--- src/pkg/host_port_pkg.sv ---
// Constants shared by the host port serial slave and its helpers
`default_nettype none

package host_port_pkg;

  ////////////////////////////////////////////////////////////////////////////
  // Frame layout
  localparam int unsigned ADDR_W         = 7;          // Register address width
  localparam int unsigned DATA_W         = 8;          // Data byte width
  localparam int unsigned REG_DEPTH      = 128;        // Registers reachable by 7-bit address
  localparam int unsigned BIT_CNT_W      = 3;          // Counts bits within one byte
  localparam logic [2:0]  BYTE_LAST_BIT  = 3'h7;       // Index of the eighth bit of a byte
  localparam int unsigned RW_FLAG_POS    = 7;          // Direction flag, first bit on the wire
  localparam logic        RW_WRITE       = 1'b0;       // Master writes to the device
  localparam logic        RW_READ        = 1'b1;       // Device returns data to the master

  ////////////////////////////////////////////////////////////////////////////
  // Register addresses and field positions
  localparam logic [6:0]  INTERFACE_CONFIG_ADDR  = 7'h6B;
  localparam logic [6:0]  NONVOLATILE_CONFIG_ADDR = 7'h70;
  localparam logic [6:0]  PROBE_READ_ADDR        = 7'h7F;
  localparam int unsigned THREE_WIRE_SELECT_POS  = 0;
  localparam int unsigned SPI_LOCK_POS           = 0;

  ////////////////////////////////////////////////////////////////////////////
  // Reset values
  localparam logic [6:0]  ADDR_RESET     = 7'h00;
  localparam logic [7:0]  DATA_RESET     = 8'h00;
  localparam logic [2:0]  BIT_CNT_RESET  = 3'h0;

  ////////////////////////////////////////////////////////////////////////////
  // Pin synchroniser: {lock, chip select, clock, data}; idle chip select is high
  localparam int unsigned PIN_SYNC_W     = 4;
  localparam logic [3:0]  PIN_SYNC_RESET = 4'h4;
  localparam int unsigned PIN_LOCK_POS   = 3;
  localparam int unsigned PIN_CS_POS     = 2;
  localparam int unsigned PIN_SCK_POS    = 1;
  localparam int unsigned PIN_SDI_POS    = 0;

  // Frame sequencing
  typedef enum logic [1:0] {
    FRAME_IDLE,
    FRAME_CMD,
    FRAME_DATA
  } frame_state_t;

endpackage : host_port_pkg

`default_nettype wire

--- src/rtl/pin_sync.sv ---
// Two-stage synchroniser for pins arriving from outside the clock domain
`timescale 1ns/10ps
`default_nettype none

module pin_sync
#(
  parameter int unsigned WIDTH       = 1,
  parameter logic [WIDTH-1:0] RESET_VALUE = '0
)
(
  input  wire logic             i_clock,
  input  wire logic             i_rst_b,
  input  wire logic [WIDTH-1:0] i_async,
  output logic      [WIDTH-1:0] o_sync
);

  logic [WIDTH-1:0] meta_reg;
  logic [WIDTH-1:0] sync_reg;

  ////////////////////////////////////////////////////////////////////////////
  // First stage feeds only the second stage
  always_ff @(posedge i_clock)
  begin
    if (!i_rst_b)
    begin
      meta_reg <= RESET_VALUE;
      sync_reg <= RESET_VALUE;
    end
    else
    begin
      meta_reg <= i_async;
      sync_reg <= meta_reg;
    end
  end

  assign o_sync = sync_reg;

endmodule // pin_sync

`default_nettype wire

--- src/rtl/reg_store.sv ---
// Register storage with one write port and a registered read port
`timescale 1ns/10ps
`default_nettype none

module reg_store
  import host_port_pkg::*;
(
  input  wire logic              i_clock,
  input  wire logic              i_rst_b,
  input  wire logic              i_wr_en,
  input  wire logic [ADDR_W-1:0] i_wr_addr,
  input  wire logic [DATA_W-1:0] i_wr_data,
  input  wire logic              i_rd_en,
  input  wire logic [ADDR_W-1:0] i_rd_addr,
  output logic      [DATA_W-1:0] o_rd_data
);

  logic [DATA_W-1:0] mem [0:REG_DEPTH-1];
  logic [DATA_W-1:0] rd_data_reg;

  ////////////////////////////////////////////////////////////////////////////
  // Byte write
  always_ff @(posedge i_clock)
  begin
    if (i_wr_en)
    begin
      mem[i_wr_addr] <= i_wr_data;
    end
  end

  // Registered read, one cycle after the request
  always_ff @(posedge i_clock)
  begin
    if (!i_rst_b)
    begin
      rd_data_reg <= DATA_RESET;
    end
    else if (i_rd_en)
    begin
      rd_data_reg <= mem[i_rd_addr];
    end
  end

  assign o_rd_data = rd_data_reg;

endmodule // reg_store

`default_nettype wire

--- src/rtl/host_port_protocol_select_spi.sv ---
// Host port serial slave: protocol selection, 4/3-wire framing, auto-increment reads
`timescale 1ns/10ps
`default_nettype none

module host_port_protocol_select_spi
  import host_port_pkg::*;
(
  input  wire logic              i_clock,
  input  wire logic              i_rst_b,
  input  wire logic              i_chip_select_n,
  input  wire logic              i_sck,
  input  wire logic              i_sdi,
  input  wire logic              i_nonvolatile_spi_lock,
  output logic                   o_sdi_out,
  output logic                   o_sdi_oe,
  output logic                   o_sdo,
  output logic                   o_sdo_oe,
  output logic                   o_spi_mode,
  output logic                   o_three_wire,
  output logic                   o_clock_idle_high,
  output logic                   o_frame_active,
  output logic                   o_wr_valid,
  output logic      [ADDR_W-1:0] o_wr_addr,
  output logic      [DATA_W-1:0] o_wr_data
);

  ////////////////////////////////////////////////////////////////////////////
  // Declarations
  logic [PIN_SYNC_W-1:0] pins_sync;
  logic                  lock_s;
  logic                  cs_n_s;
  logic                  sck_s;
  logic                  sdi_s;
  logic                  cs_prev_reg;
  logic                  sck_prev_reg;
  logic                  cs_fall;
  logic                  cs_rise;
  logic                  sck_rise;
  logic                  sck_fall;
  logic                  spi_mode_reg;
  logic                  three_wire_reg;
  logic                  clock_idle_high_reg;
  frame_state_t          state_reg;
  logic [BIT_CNT_W-1:0]  bit_cnt_reg;
  logic [DATA_W-1:0]     rx_shift_reg;
  logic [DATA_W-1:0]     rx_byte;
  logic                  byte_done;
  logic                  rw_reg;
  logic [ADDR_W-1:0]     addr_reg;
  logic                  rd_req_reg;
  logic                  tx_load_reg;
  logic [DATA_W-1:0]     tx_shift_reg;
  logic [DATA_W-1:0]     rd_data;
  logic                  out_bit_reg;
  logic                  drive_reg;
  logic                  sdo_oe_reg;
  logic                  sdi_oe_reg;
  logic                  wr_valid_reg;
  logic [ADDR_W-1:0]     wr_addr_reg;
  logic [DATA_W-1:0]     wr_data_reg;
  logic                  frame_active_reg;
  logic                  store_wr_en;

  ////////////////////////////////////////////////////////////////////////////
  // Pin synchronisation: every pin passes two flip-flops
  pin_sync #(
    .WIDTH       (PIN_SYNC_W),
    .RESET_VALUE (PIN_SYNC_RESET)
  ) u_pin_sync (
    .i_clock (i_clock),
    .i_rst_b (i_rst_b),
    .i_async ({i_nonvolatile_spi_lock, i_chip_select_n, i_sck, i_sdi}),
    .o_sync  (pins_sync)
  );

  assign lock_s = pins_sync[PIN_LOCK_POS];
  assign cs_n_s = pins_sync[PIN_CS_POS];
  assign sck_s  = pins_sync[PIN_SCK_POS];
  assign sdi_s  = pins_sync[PIN_SDI_POS];

  // Previous levels for edge detection, reset to the synchroniser idle levels
  always_ff @(posedge i_clock)
  begin
    cs_prev_reg  <= !i_rst_b || cs_n_s;
    sck_prev_reg <= i_rst_b && sck_s;
  end

  // frame edges
  // Clock edges count only inside a selected frame
  assign cs_fall  = cs_prev_reg & ~cs_n_s;
  assign cs_rise  = ~cs_prev_reg & cs_n_s;
  assign sck_rise = ~sck_prev_reg & sck_s & ~cs_n_s;
  assign sck_fall = sck_prev_reg & ~sck_s & ~cs_n_s;

  ////////////////////////////////////////////////////////////////////////////
  // Protocol selection
  // two-wire default
  // nonvolatile lock
  // Sticky until reset: set by the first chip select rise or by the lock bit
  always_ff @(posedge i_clock)
  begin
    spi_mode_reg <= i_rst_b && (spi_mode_reg || cs_rise || lock_s);
  end

  // mode detection
  // Clock level just after chip select falls tells mode 11 from mode 00
  always_ff @(posedge i_clock)
  begin
    if (!i_rst_b)
    begin
      clock_idle_high_reg <= 1'b0;
    end
    else if (cs_fall && spi_mode_reg)
    begin
      clock_idle_high_reg <= sck_s;
    end
  end

  ////////////////////////////////////////////////////////////////////////////
  // Frame sequencing
  // byte framing
  assign byte_done = sck_rise && (bit_cnt_reg == BYTE_LAST_BIT);
  assign rx_byte   = {rx_shift_reg[DATA_W-2:0], sdi_s};

  always_ff @(posedge i_clock)
  begin
    if (!i_rst_b || cs_n_s || !spi_mode_reg)
    begin
      state_reg <= FRAME_IDLE;
    end
    else
    begin
      unique case (state_reg)
        FRAME_IDLE: state_reg <= cs_fall ? FRAME_CMD : FRAME_IDLE;
        FRAME_CMD:  state_reg <= byte_done ? FRAME_DATA : FRAME_CMD;
        FRAME_DATA: state_reg <= FRAME_DATA;
      endcase
    end
  end

  // sample on rising
  // Bit counter and receive shifter advance on each rising clock edge outside FRAME_IDLE
  always_ff @(posedge i_clock)
  begin
    if (!i_rst_b)
    begin
      bit_cnt_reg  <= BIT_CNT_RESET;
      rx_shift_reg <= DATA_RESET;
    end
    else if (state_reg == FRAME_IDLE)
    begin
      bit_cnt_reg  <= BIT_CNT_RESET;
      rx_shift_reg <= DATA_RESET;
    end
    else if (sck_rise)
    begin
      bit_cnt_reg  <= bit_cnt_reg + 3'h1;
      rx_shift_reg <= rx_byte;
    end
  end

  always_ff @(posedge i_clock)
  begin
    if (!i_rst_b)
    begin
      rw_reg   <= RW_WRITE;
      addr_reg <= ADDR_RESET;
    end
    else if (byte_done && state_reg == FRAME_CMD)
    begin
      rw_reg   <= rx_byte[RW_FLAG_POS];
      addr_reg <= rx_byte[ADDR_W-1:0];
    end
    else if (byte_done && state_reg == FRAME_DATA)
    begin
      addr_reg <= addr_reg + 7'h01;
    end
  end

  ////////////////////////////////////////////////////////////////////////////
  // Register access
  // data write
  // Completed data byte of a write frame goes to the addressed register
  assign store_wr_en = byte_done && (state_reg == FRAME_DATA) && (rw_reg == RW_WRITE);

  always_ff @(posedge i_clock)
  begin
    if (!i_rst_b)
    begin
      wr_valid_reg <= 1'b0;
      wr_addr_reg  <= ADDR_RESET;
      wr_data_reg  <= DATA_RESET;
    end
    else
    begin
      wr_valid_reg <= store_wr_en;
      if (store_wr_en)
      begin
        wr_addr_reg <= addr_reg;
        wr_data_reg <= rx_byte;
      end
    end
  end

  // wiring select
  // Select bit tracks every write to the interface configuration register
  always_ff @(posedge i_clock)
  begin
    if (!i_rst_b)
    begin
      three_wire_reg <= 1'b0;
    end
    else if (store_wr_en && addr_reg == INTERFACE_CONFIG_ADDR)
    begin
      three_wire_reg <= rx_byte[THREE_WIRE_SELECT_POS];
    end
  end

  // next read
  // Read request after the command byte and after each returned byte
  always_ff @(posedge i_clock)
  begin
    if (!i_rst_b)
    begin
      rd_req_reg  <= 1'b0;
      tx_load_reg <= 1'b0;
    end
    else
    begin
      rd_req_reg  <= (byte_done && state_reg == FRAME_CMD && rx_byte[RW_FLAG_POS] == RW_READ)
                  || (byte_done && state_reg == FRAME_DATA && rw_reg == RW_READ);
      tx_load_reg <= rd_req_reg;
    end
  end

  reg_store u_reg_store (
    .i_clock   (i_clock),
    .i_rst_b   (i_rst_b),
    .i_wr_en   (store_wr_en),
    .i_wr_addr (addr_reg),
    .i_wr_data (rx_byte),
    .i_rd_en   (rd_req_reg),
    .i_rd_addr (addr_reg),
    .o_rd_data (rd_data)
  );

  ////////////////////////////////////////////////////////////////////////////
  // Read data output
  // data read
  always_ff @(posedge i_clock)
  begin
    if (!i_rst_b)
    begin
      tx_shift_reg <= DATA_RESET;
      out_bit_reg  <= 1'b0;
    end
    else if (tx_load_reg)
    begin
      tx_shift_reg <= rd_data;
    end
    else if (sck_fall && state_reg == FRAME_DATA && rw_reg == RW_READ)
    begin
      out_bit_reg  <= tx_shift_reg[DATA_W-1];
      tx_shift_reg <= {tx_shift_reg[DATA_W-2:0], 1'b0};
    end
  end

  // drive window
  // Drive starts at first falling edge of read data and ends with the frame
  always_ff @(posedge i_clock)
  begin
    drive_reg <= i_rst_b && (state_reg == FRAME_DATA) && (rw_reg == RW_READ) && !cs_n_s
              && (drive_reg || sck_fall);
  end

  // shared line
  // Only one pin is enabled, chosen by the wiring select
  always_ff @(posedge i_clock)
  begin
    sdo_oe_reg <= i_rst_b && drive_reg && !three_wire_reg && !cs_n_s;
    sdi_oe_reg <= i_rst_b && drive_reg && three_wire_reg && !cs_n_s;
  end

  // Frame status for the rest of the chip
  always_ff @(posedge i_clock)
  begin
    frame_active_reg <= i_rst_b && (state_reg != FRAME_IDLE);
  end

  ////////////////////////////////////////////////////////////////////////////
  // Outputs, all from flip-flops
  assign o_sdo             = out_bit_reg;
  assign o_sdi_out         = out_bit_reg;
  assign o_sdo_oe          = sdo_oe_reg;
  assign o_sdi_oe          = sdi_oe_reg;
  assign o_spi_mode        = spi_mode_reg;
  assign o_three_wire      = three_wire_reg;
  assign o_clock_idle_high = clock_idle_high_reg;
  assign o_frame_active    = frame_active_reg;
  assign o_wr_valid        = wr_valid_reg;
  assign o_wr_addr         = wr_addr_reg;
  assign o_wr_data         = wr_data_reg;

endmodule // host_port_protocol_select_spi

`default_nettype wire

--- config.mk ---
export PLATFORM = sky130hd
export DESIGN_NAME = host_port_protocol_select_spi
export DESIGN_NICKNAME = d
export VERILOG_FILES = /design/src/pkg/host_port_pkg.sv /design/src/rtl/pin_sync.sv /design/src/rtl/reg_store.sv /design/src/rtl/host_port_protocol_select_spi.sv
export SDC_FILE = /design/constraint.sdc
export NUM_CORES = 1
export LEC_CHECK = 0
export BUFFER_PORTS_ARGS = -buffer_cell sky130_fd_sc_hd__buf_2
export CAP_MARGIN = 25
export CORE_MARGIN = 2
export CORE_UTILIZATION = 38
export DETAILED_ROUTE_END_ITERATION = 12
export PLACE_DENSITY = 0.51
export SLEW_MARGIN = 15
export SYNTH_ARGS = -nofsm -noshare
export SYNTH_HDL_FRONTEND = slang
export SYNTH_HIERARCHICAL = 1
export SYNTH_SLANG_ARGS = --single-unit
--- constraint.sdc ---
create_clock -name i_clock -period 4.44 [get_ports i_clock]
set_input_delay 0.888 -clock i_clock [delete_from_list [all_inputs] [get_ports i_clock]]
set_output_delay 0.888 -clock i_clock [all_outputs]
set_load 0.02 [all_outputs]
==> results of run 1 <==
[per-layer routing]
metal | GRT usage | vias up
met5 | 0.001225 | -
met4 | 0.05048 | 0
met3 | 0.02916 | 134
met2 | 0.3091 | 731
met1 | 0.2652 | 11650
li1 | - | 9636
[cells in the mapped netlist (all sizes together), types with 17 or more instances]
library cell | instances | area share
nand2 | 109 | 0.0095
o21ai | 32 | 0.0037
a22oi | 91 | 0.016
edfxtp | 1024 | 0.72
nor3 | 40 | 0.0051
nor2 | 142 | 0.012
clkbuf | 57 | 0.0050
mux2 | 23 | 0.0060
a21oi | 69 | 0.0080
a21boi | 20 | 0.0035
mux2i | 208 | 0.048
nand3 | 33 | 0.0038
buf | 71 | 0.015
mux4 | 166 | 0.089
a221oi | 17 | 0.0035
dfxtp | 72 | 0.034
[cell families (layout without fill, tap and decap cells)]
family | after synthesis | in the layout | share of synthesized area
AO/OA/AOI/OAI | 271 | 271 | 0.04276
XOR/XNOR | 6 | 6 | 0.001223
adder cells (fa/ha/maj) | 6 | 6 | 0.001746
buffers and inverters | 138 | 393 | 0.02043
flip-flops | 1096 | 1096 | 0.7489
multiplexers | 397 | 397 | 0.1432
other | 0 | 1 | 0
AND/OR/NAND/NOR | 395 | 395 | 0.04174
[path summary, 6_finish.rpt]
path,from,cells past startpoint,to,slack (ps)
hold reg to reg,u_pin_sync/meta_reg[2]$_SDFF_PN1_,1,u_pin_sync/o_sync[2]$_SDFF_PN1_,430
hold / removal,i_chip_select_n,2,u_pin_sync/meta_reg[2]$_SDFF_PN1_,380
setup reg to reg,u_pin_sync/o_sync[1]$_SDFF_PN0_,7,u_reg_store/mem[36][2]$_DFFE_PP_,730
setup / recovery,u_pin_sync/o_sync[1]$_SDFF_PN0_,7,u_reg_store/mem[36][2]$_DFFE_PP_,730
[stage by stage]
step	setup slack (ps)	std cells	instance area (µm²)
2_1_floorplan	1372	2309	42980
3_3_place_gp	767.4	3844	45360
3_5_place_dp	719.7	3844	45360
4_1_cts	690.3	4062	49100
5_1_grt	514.5	4064	49140
6_report	728.3	4065	49140
[layout by cell type, fill, tap and decap left out, types with 7 or more instances in the layout]
master | Yosys | layout
edfxtp_1 | 1024 | 1024
clkbuf_1 | 57 | 29
nor2_1 | 142 | 141
dfxtp_4 | 0 | 11
o21ai_1 | 7 | 7
clkinv_2 | 1 | 29
nor3_1 | 36 | 36
mux4_2 | 146 | 146
a22o_1 | 7 | 7
mux4_1 | 20 | 20
and2_1 | 15 | 15
a21boi_1 | 20 | 20
inv_1 | 7 | 7
a21oi_1 | 69 | 69
clkbuf_16 | 0 | 115
buf_12 | 4 | 10
a221oi_1 | 17 | 17
nor2b_1 | 15 | 12
nand2_1 | 109 | 109
o21ai_0 | 25 | 25
nand2b_1 | 10 | 10
clkbuf_8 | 0 | 8
bufinv_16 | 0 | 10
a22oi_1 | 91 | 91
o22ai_1 | 10 | 10
nand4_1 | 11 | 11
mux2_2 | 22 | 22
clkinv_1 | 0 | 18
nand3_1 | 33 | 33
buf_4 | 12 | 125
mux2i_1 | 208 | 208
dfxtp_1 | 72 | 58
buf_2 | 19 | 29
[power breakdown]
| group | total (mW) | internal [mW] | switching [mW] |
|---|---|---|---|
| combinational | 0.0361 | 0.0111 | 0.0250 |
| clock | 9.46 | 5.49 | 3.96 |
| sequential | 11.1 | 11.1 | 0.00921 |
[worst reg2reg max path, stage by stage (launching register included)]
cell,delay [ps]
dfxtp_1,410
or3b_1,570
or3_1,670
clkinv_2,220
nor2b_1,290
nand2_1,140
buf_4,240
nor2_1,780
[area by class of cell]
class,instances,area [µm²],area share
Antenna cell,1,2.502,0.00005092
Clock buffer,152,3097,0.06302
Clock inverter,66,645.6,0.01314
Inverter,10,38.79,0.0007893
Multi-Input combinational cell,1075,9935,0.2022
Sequential cell,1096,32240,0.6560
Tap cell,1500,1877,0.03819
Timing Repair Buffer,165,1311,0.02668
==> run metrics, run 1 <==
clock root buffer=clkbuf_16; status=completed; count of cell types in the netlist=62; worst-skew pair later-pin latency=710 ps; Relative slew margins=0.2462; Setup TNS=0 ps; Design Power=between 20 and 25 mW; Hold-fix buffers, CTS=0; core area=between 100000 and 150000 µm²; cells after synthesis=2309; CTS resizes=0; area delta synth->final=14.33%; cell area power density=~420 nW/µm²; Largest Register=u_reg_store/mem; async set-reset flop share out of synthesis=0; Crit. End Element=flip-flop; Largest register FFs=about 1000; RSZ-0062 raised after global routing=false; EDFF count, synth=1024; fillcell total=9759; drt initial violations=2153; nets=2475; DR WL met2=53.52 mm; Least-Margin Pin Slew=1126 ps; Final Setup Violations=0; total number of yosys warnings=6; io pins=30; Die Area=115800 µm²; DR WL met3=6.389 mm; Final Hold Viols=0; CP Cell Sequence=or3b_1 > or3_1 > clkinv_2 > nor2b_1 > nand2_1 > buf_4 > nor2_1; Total GRT Usage=0.1893; maximum clock insertion buffer count=3; layout cells sized above 1=0.2083; Die Span Y=340.3 µm; vias in the first global route=between 20000 and 25000; Final Critical Period=3712 ps; CP max stage cell=nor2_1; largest stage delay on the critical path=770 ps; wire per inst=27.12 µm; M1 WL=~48 mm; clk sink count=1096; Buffers & Inverters on Critical Path=2; gr ovfl total=0; routed vias=about 22000; FF+latch count, synth=between 1000 and 1500; fmax=approximately 270 MHz; predominant post-synthesis flop cell=edfxtp_1; TritonRoute pass-1 iters=8; Starting Density=0.3826; Final period util=0.8360; Required @ worst endpoint=4740 ps; CTS clk-pin slew, worst paths=60 ps; H-tree levels=3; critical path class=flip-flop to flip-flop; Post-Syn Area per Cell=18.62 µm²; WHS=about 380 ps; Max Cap Viol=0; uppermost routed layer=met4; hold crit path type=input port to flip-flop; arrival time worst endpoint=4020 ps; via/cell ratio=5.449; max-slew violation count=0; Top delay family on crit path=simple AND/OR/NAND/NOR gates; TritonCTS buffer count=~120; CP Launch Type=flip-flop; DPL Wire Length=68.62 mm; DRT antenna net count=0; Syn Nets=between 2000 and 2500; first-pass GRT wire length=160.5 mm; Remaining DRCs=0; num rows=between 100 and 150; Setup Buffers After CTS=0; Synth Cell Area=42980 µm²; leak pwr=approximately 15 nW; final setup skew=34.93 ps; pin count of the biggest net entering global routing=between 90 and 100; Buffers on Ports=29; Routed Wire Length=approximately 110 mm; crit-path max FO=16; register area share after synthesis=0.7489; Die Wd=340.3 µm; fin util=0.4374; initial antenna violation count=1; CTS tree=yes; Final Wtd Congestion=0.7968; VDD IR max=approximately 320 µV
Power figures use the tool's default switching activity.
==> run 2, diff against run 1 <==
- ABC_AREA: not set -> 1
- clock period: 4.44 -> 3.84 ns (I/O delays scaled with it)
==> run 2 against run 1 <==
Compared with the run above:
- hold slack worse by 130 ps
- count of clock-buffer cells in the layout is 11 lower
- sequential share of layout area is 1.7 points lower
- flip-flop and latch count stayed put
- die area is 4.1% higher
- design area is 2.7% higher
- clock skew is 4.4 ps lower
- non-clock buffer count is 1 higher
- routed wire length is 11% higher
- register-to-register slack better by 250 ps
- clock power is 16% higher
- critical path depth is 1 lower
- largest cell class unchanged
- largest power group unchanged
- highest routed layer unchanged
==> run metrics, run 2 <==
DPL Wire Length=72.27 mm; clock root buffer=clkbuf_16; Design Power=around 24 mW; Setup TNS=0 ps; fmax=349.9 MHz; cell area after layout=around 50000 µm²; top cells by area, synth=edfxtp_1 69%, nand3_1 11%, nand2_1 10%; placed instance area=46740 µm²; Final period util=0.7443; wire per inst=22.15 µm; worst-skew pair later-pin latency=710 ps; count of cell types in the netlist=30; Reg2Reg Depth=6; Die Area=120600 µm²; drt initial violations=~2600; Die Span Y=347.3 µm; share of the synthesized area in the top cell type=0.6868; Post-Syn Area per Cell=11.50 µm²; Starting Density=0.3842; FF+latch count, synth=1096; leak pwr=17.56 nW; pin count of the biggest net entering global routing=around 190; Setup WS pre-CTS=985.5 ps; layout cells sized above 1=0.09073; status=completed; fin util=0.4331; TritonCTS buffer count=114; EDFF count, synth=1024; Setup Buffers After CTS=0; Worst Hold Depth=3; cell area power density=between 400 and 500 nW/µm²; Largest Register=u_reg_store/mem; via/cell ratio=5.230; CP Launch Type=flip-flop; num rows=around 130; area delta synth->final=12.71%; DRT antenna net count=0; commonest non-fill, non-tap cell in the layout=nand2_1; predominant post-synthesis flop cell=edfxtp_1; Buffers on Ports=29; Routed Wire Length=122.9 mm; gr ovfl total=0; post-synth top area cell=edfxtp_1; total number of yosys warnings=6; Max Cap Viol=0; cells after synthesis=roughly 3900; most frequent cells after synthesis=1198 x nand2_1, 1024 x edfxtp_1, 1009 x nand3_1; core area=116500 µm²; Largest register FFs=1024; Final Wtd Congestion=0.8393; VDD IR max=390.3 µV; register area share after synthesis=0.7190; max-slew violation count=0; CTS tree=yes; io pins=30; hold crit path type=input port to flip-flop; Required @ worst endpoint=4170 ps; CTS clk-pin slew, worst paths=60 ps; Final Critical Period=2858 ps; nets=3942; clk sink count=1096; Remaining DRCs=0; Die Wd=347.3 µm; TritonRoute pass-1 iters=5; Total GRT Usage=0.2022; critical path class=flip-flop to flip-flop; Final Setup Violations=0; first-pass GRT wire length=183.3 mm; setup ws final=roughly 980 ps; crit-path max FO=13; Non-Filler Instances=approximately 5500; fillcell total=roughly 11000; commonest cells after routing, fill and taps aside=1198 x nand2_1, 1024 x edfxtp_1, 1009 x nand3_1, 176 x nor2_1, 116 x clkbuf_16; Hold-fix buffers, CTS=0; WHS=252.4 ps; initial antenna violation count=0; Crit. End Element=flip-flop; RSZ-0062 raised after global routing=false; routed vias=29010; count leader, synth=nand2_1; Final Hold Viols=0; vias in the first global route=27880; dpl cells=5338; Synth Cell Area=about 45000 µm²; async set-reset flop share out of synthesis=0; Syn Nets=3905; maximum clock insertion buffer count=3; H-tree levels=3; CTS resizes=0; Least-Margin Pin Slew=970.6 ps; final setup skew=around 30 ps; arrival time worst endpoint=around 3200 ps; Relative slew margins=0.3505
run 2: worst paths after layout:
kind         slack, ps                                end                               from
max reg2reg        980   u_reg_store/mem[77][7]$_DFFE_PP_        bit_cnt_reg[0]$_SDFFE_PN0P_
min reg2reg        410    u_pin_sync/o_sync[2]$_SDFF_PN1_  u_pin_sync/meta_reg[2]$_SDFF_PN1_
max                980   u_reg_store/mem[77][7]$_DFFE_PP_        bit_cnt_reg[0]$_SDFFE_PN0P_
min                250  u_pin_sync/meta_reg[0]$_SDFF_PN0_                              i_sdi
run 2: cells by family (layout without fill, tap and decap cells):
family	count (synthesis)	after routing	share of synthesized area
AND/OR/NAND/NOR	2408	2408	0.2319
adder cells (fa/ha/maj)	6	6	0.001677
AO/OA/AOI/OAI	66	66	0.008216
flip-flops	1096	1096	0.7190
buffers and inverters	313	443	0.03840
multiplexers	1	1	0.0002515
other	0	1	0
XOR/XNOR	3	3	0.0005870
run 2: power by group:
group | internal, mW | switching (mW)
logic | 0.00904 | 0.0324
clock network | 6.44 | 4.59
registers | 12.9 | 0.0125
total | 19.3 | 4.63
run 2: layer usage:
| metal | up-vias | global-route usage | share of wire |
|---|---|---|---|
| met3 | 172 | 0.02250 | 0.048 |
| met1 | 14340 | 0.2894 | 0.46 |
| met5 | - | 0 | 0 |
| met2 | 772 | 0.3254 | 0.47 |
| li1 | 13730 | - | - |
| met4 | 0 | 0.05847 | 0.024 |
run 2: area by class of cell:
class / instances / area, µm² / share of cell area
Antenna cell: 1 / 2.502 / 0.00004959
Inverter: 68 / 284.0 / 0.005628
Tap cell: 1524 / 1907 / 0.03779
Multi-Input combinational cell: 2484 / 10860 / 0.2152
Clock buffer: 141 / 3027 / 0.05998
Sequential cell: 1096 / 32240 / 0.6388
Timing Repair Buffer: 166 / 1449 / 0.02871
Clock inverter: 68 / 694.4 / 0.01376
run 2: critical path, cell delays in order, from the launching register on:
cell and delay (ps):
dfxtp_1 350, ha_1 160, ha_1 240, nand4_4 230, nor2_8 280, nand3_1 440, nor2_1 780
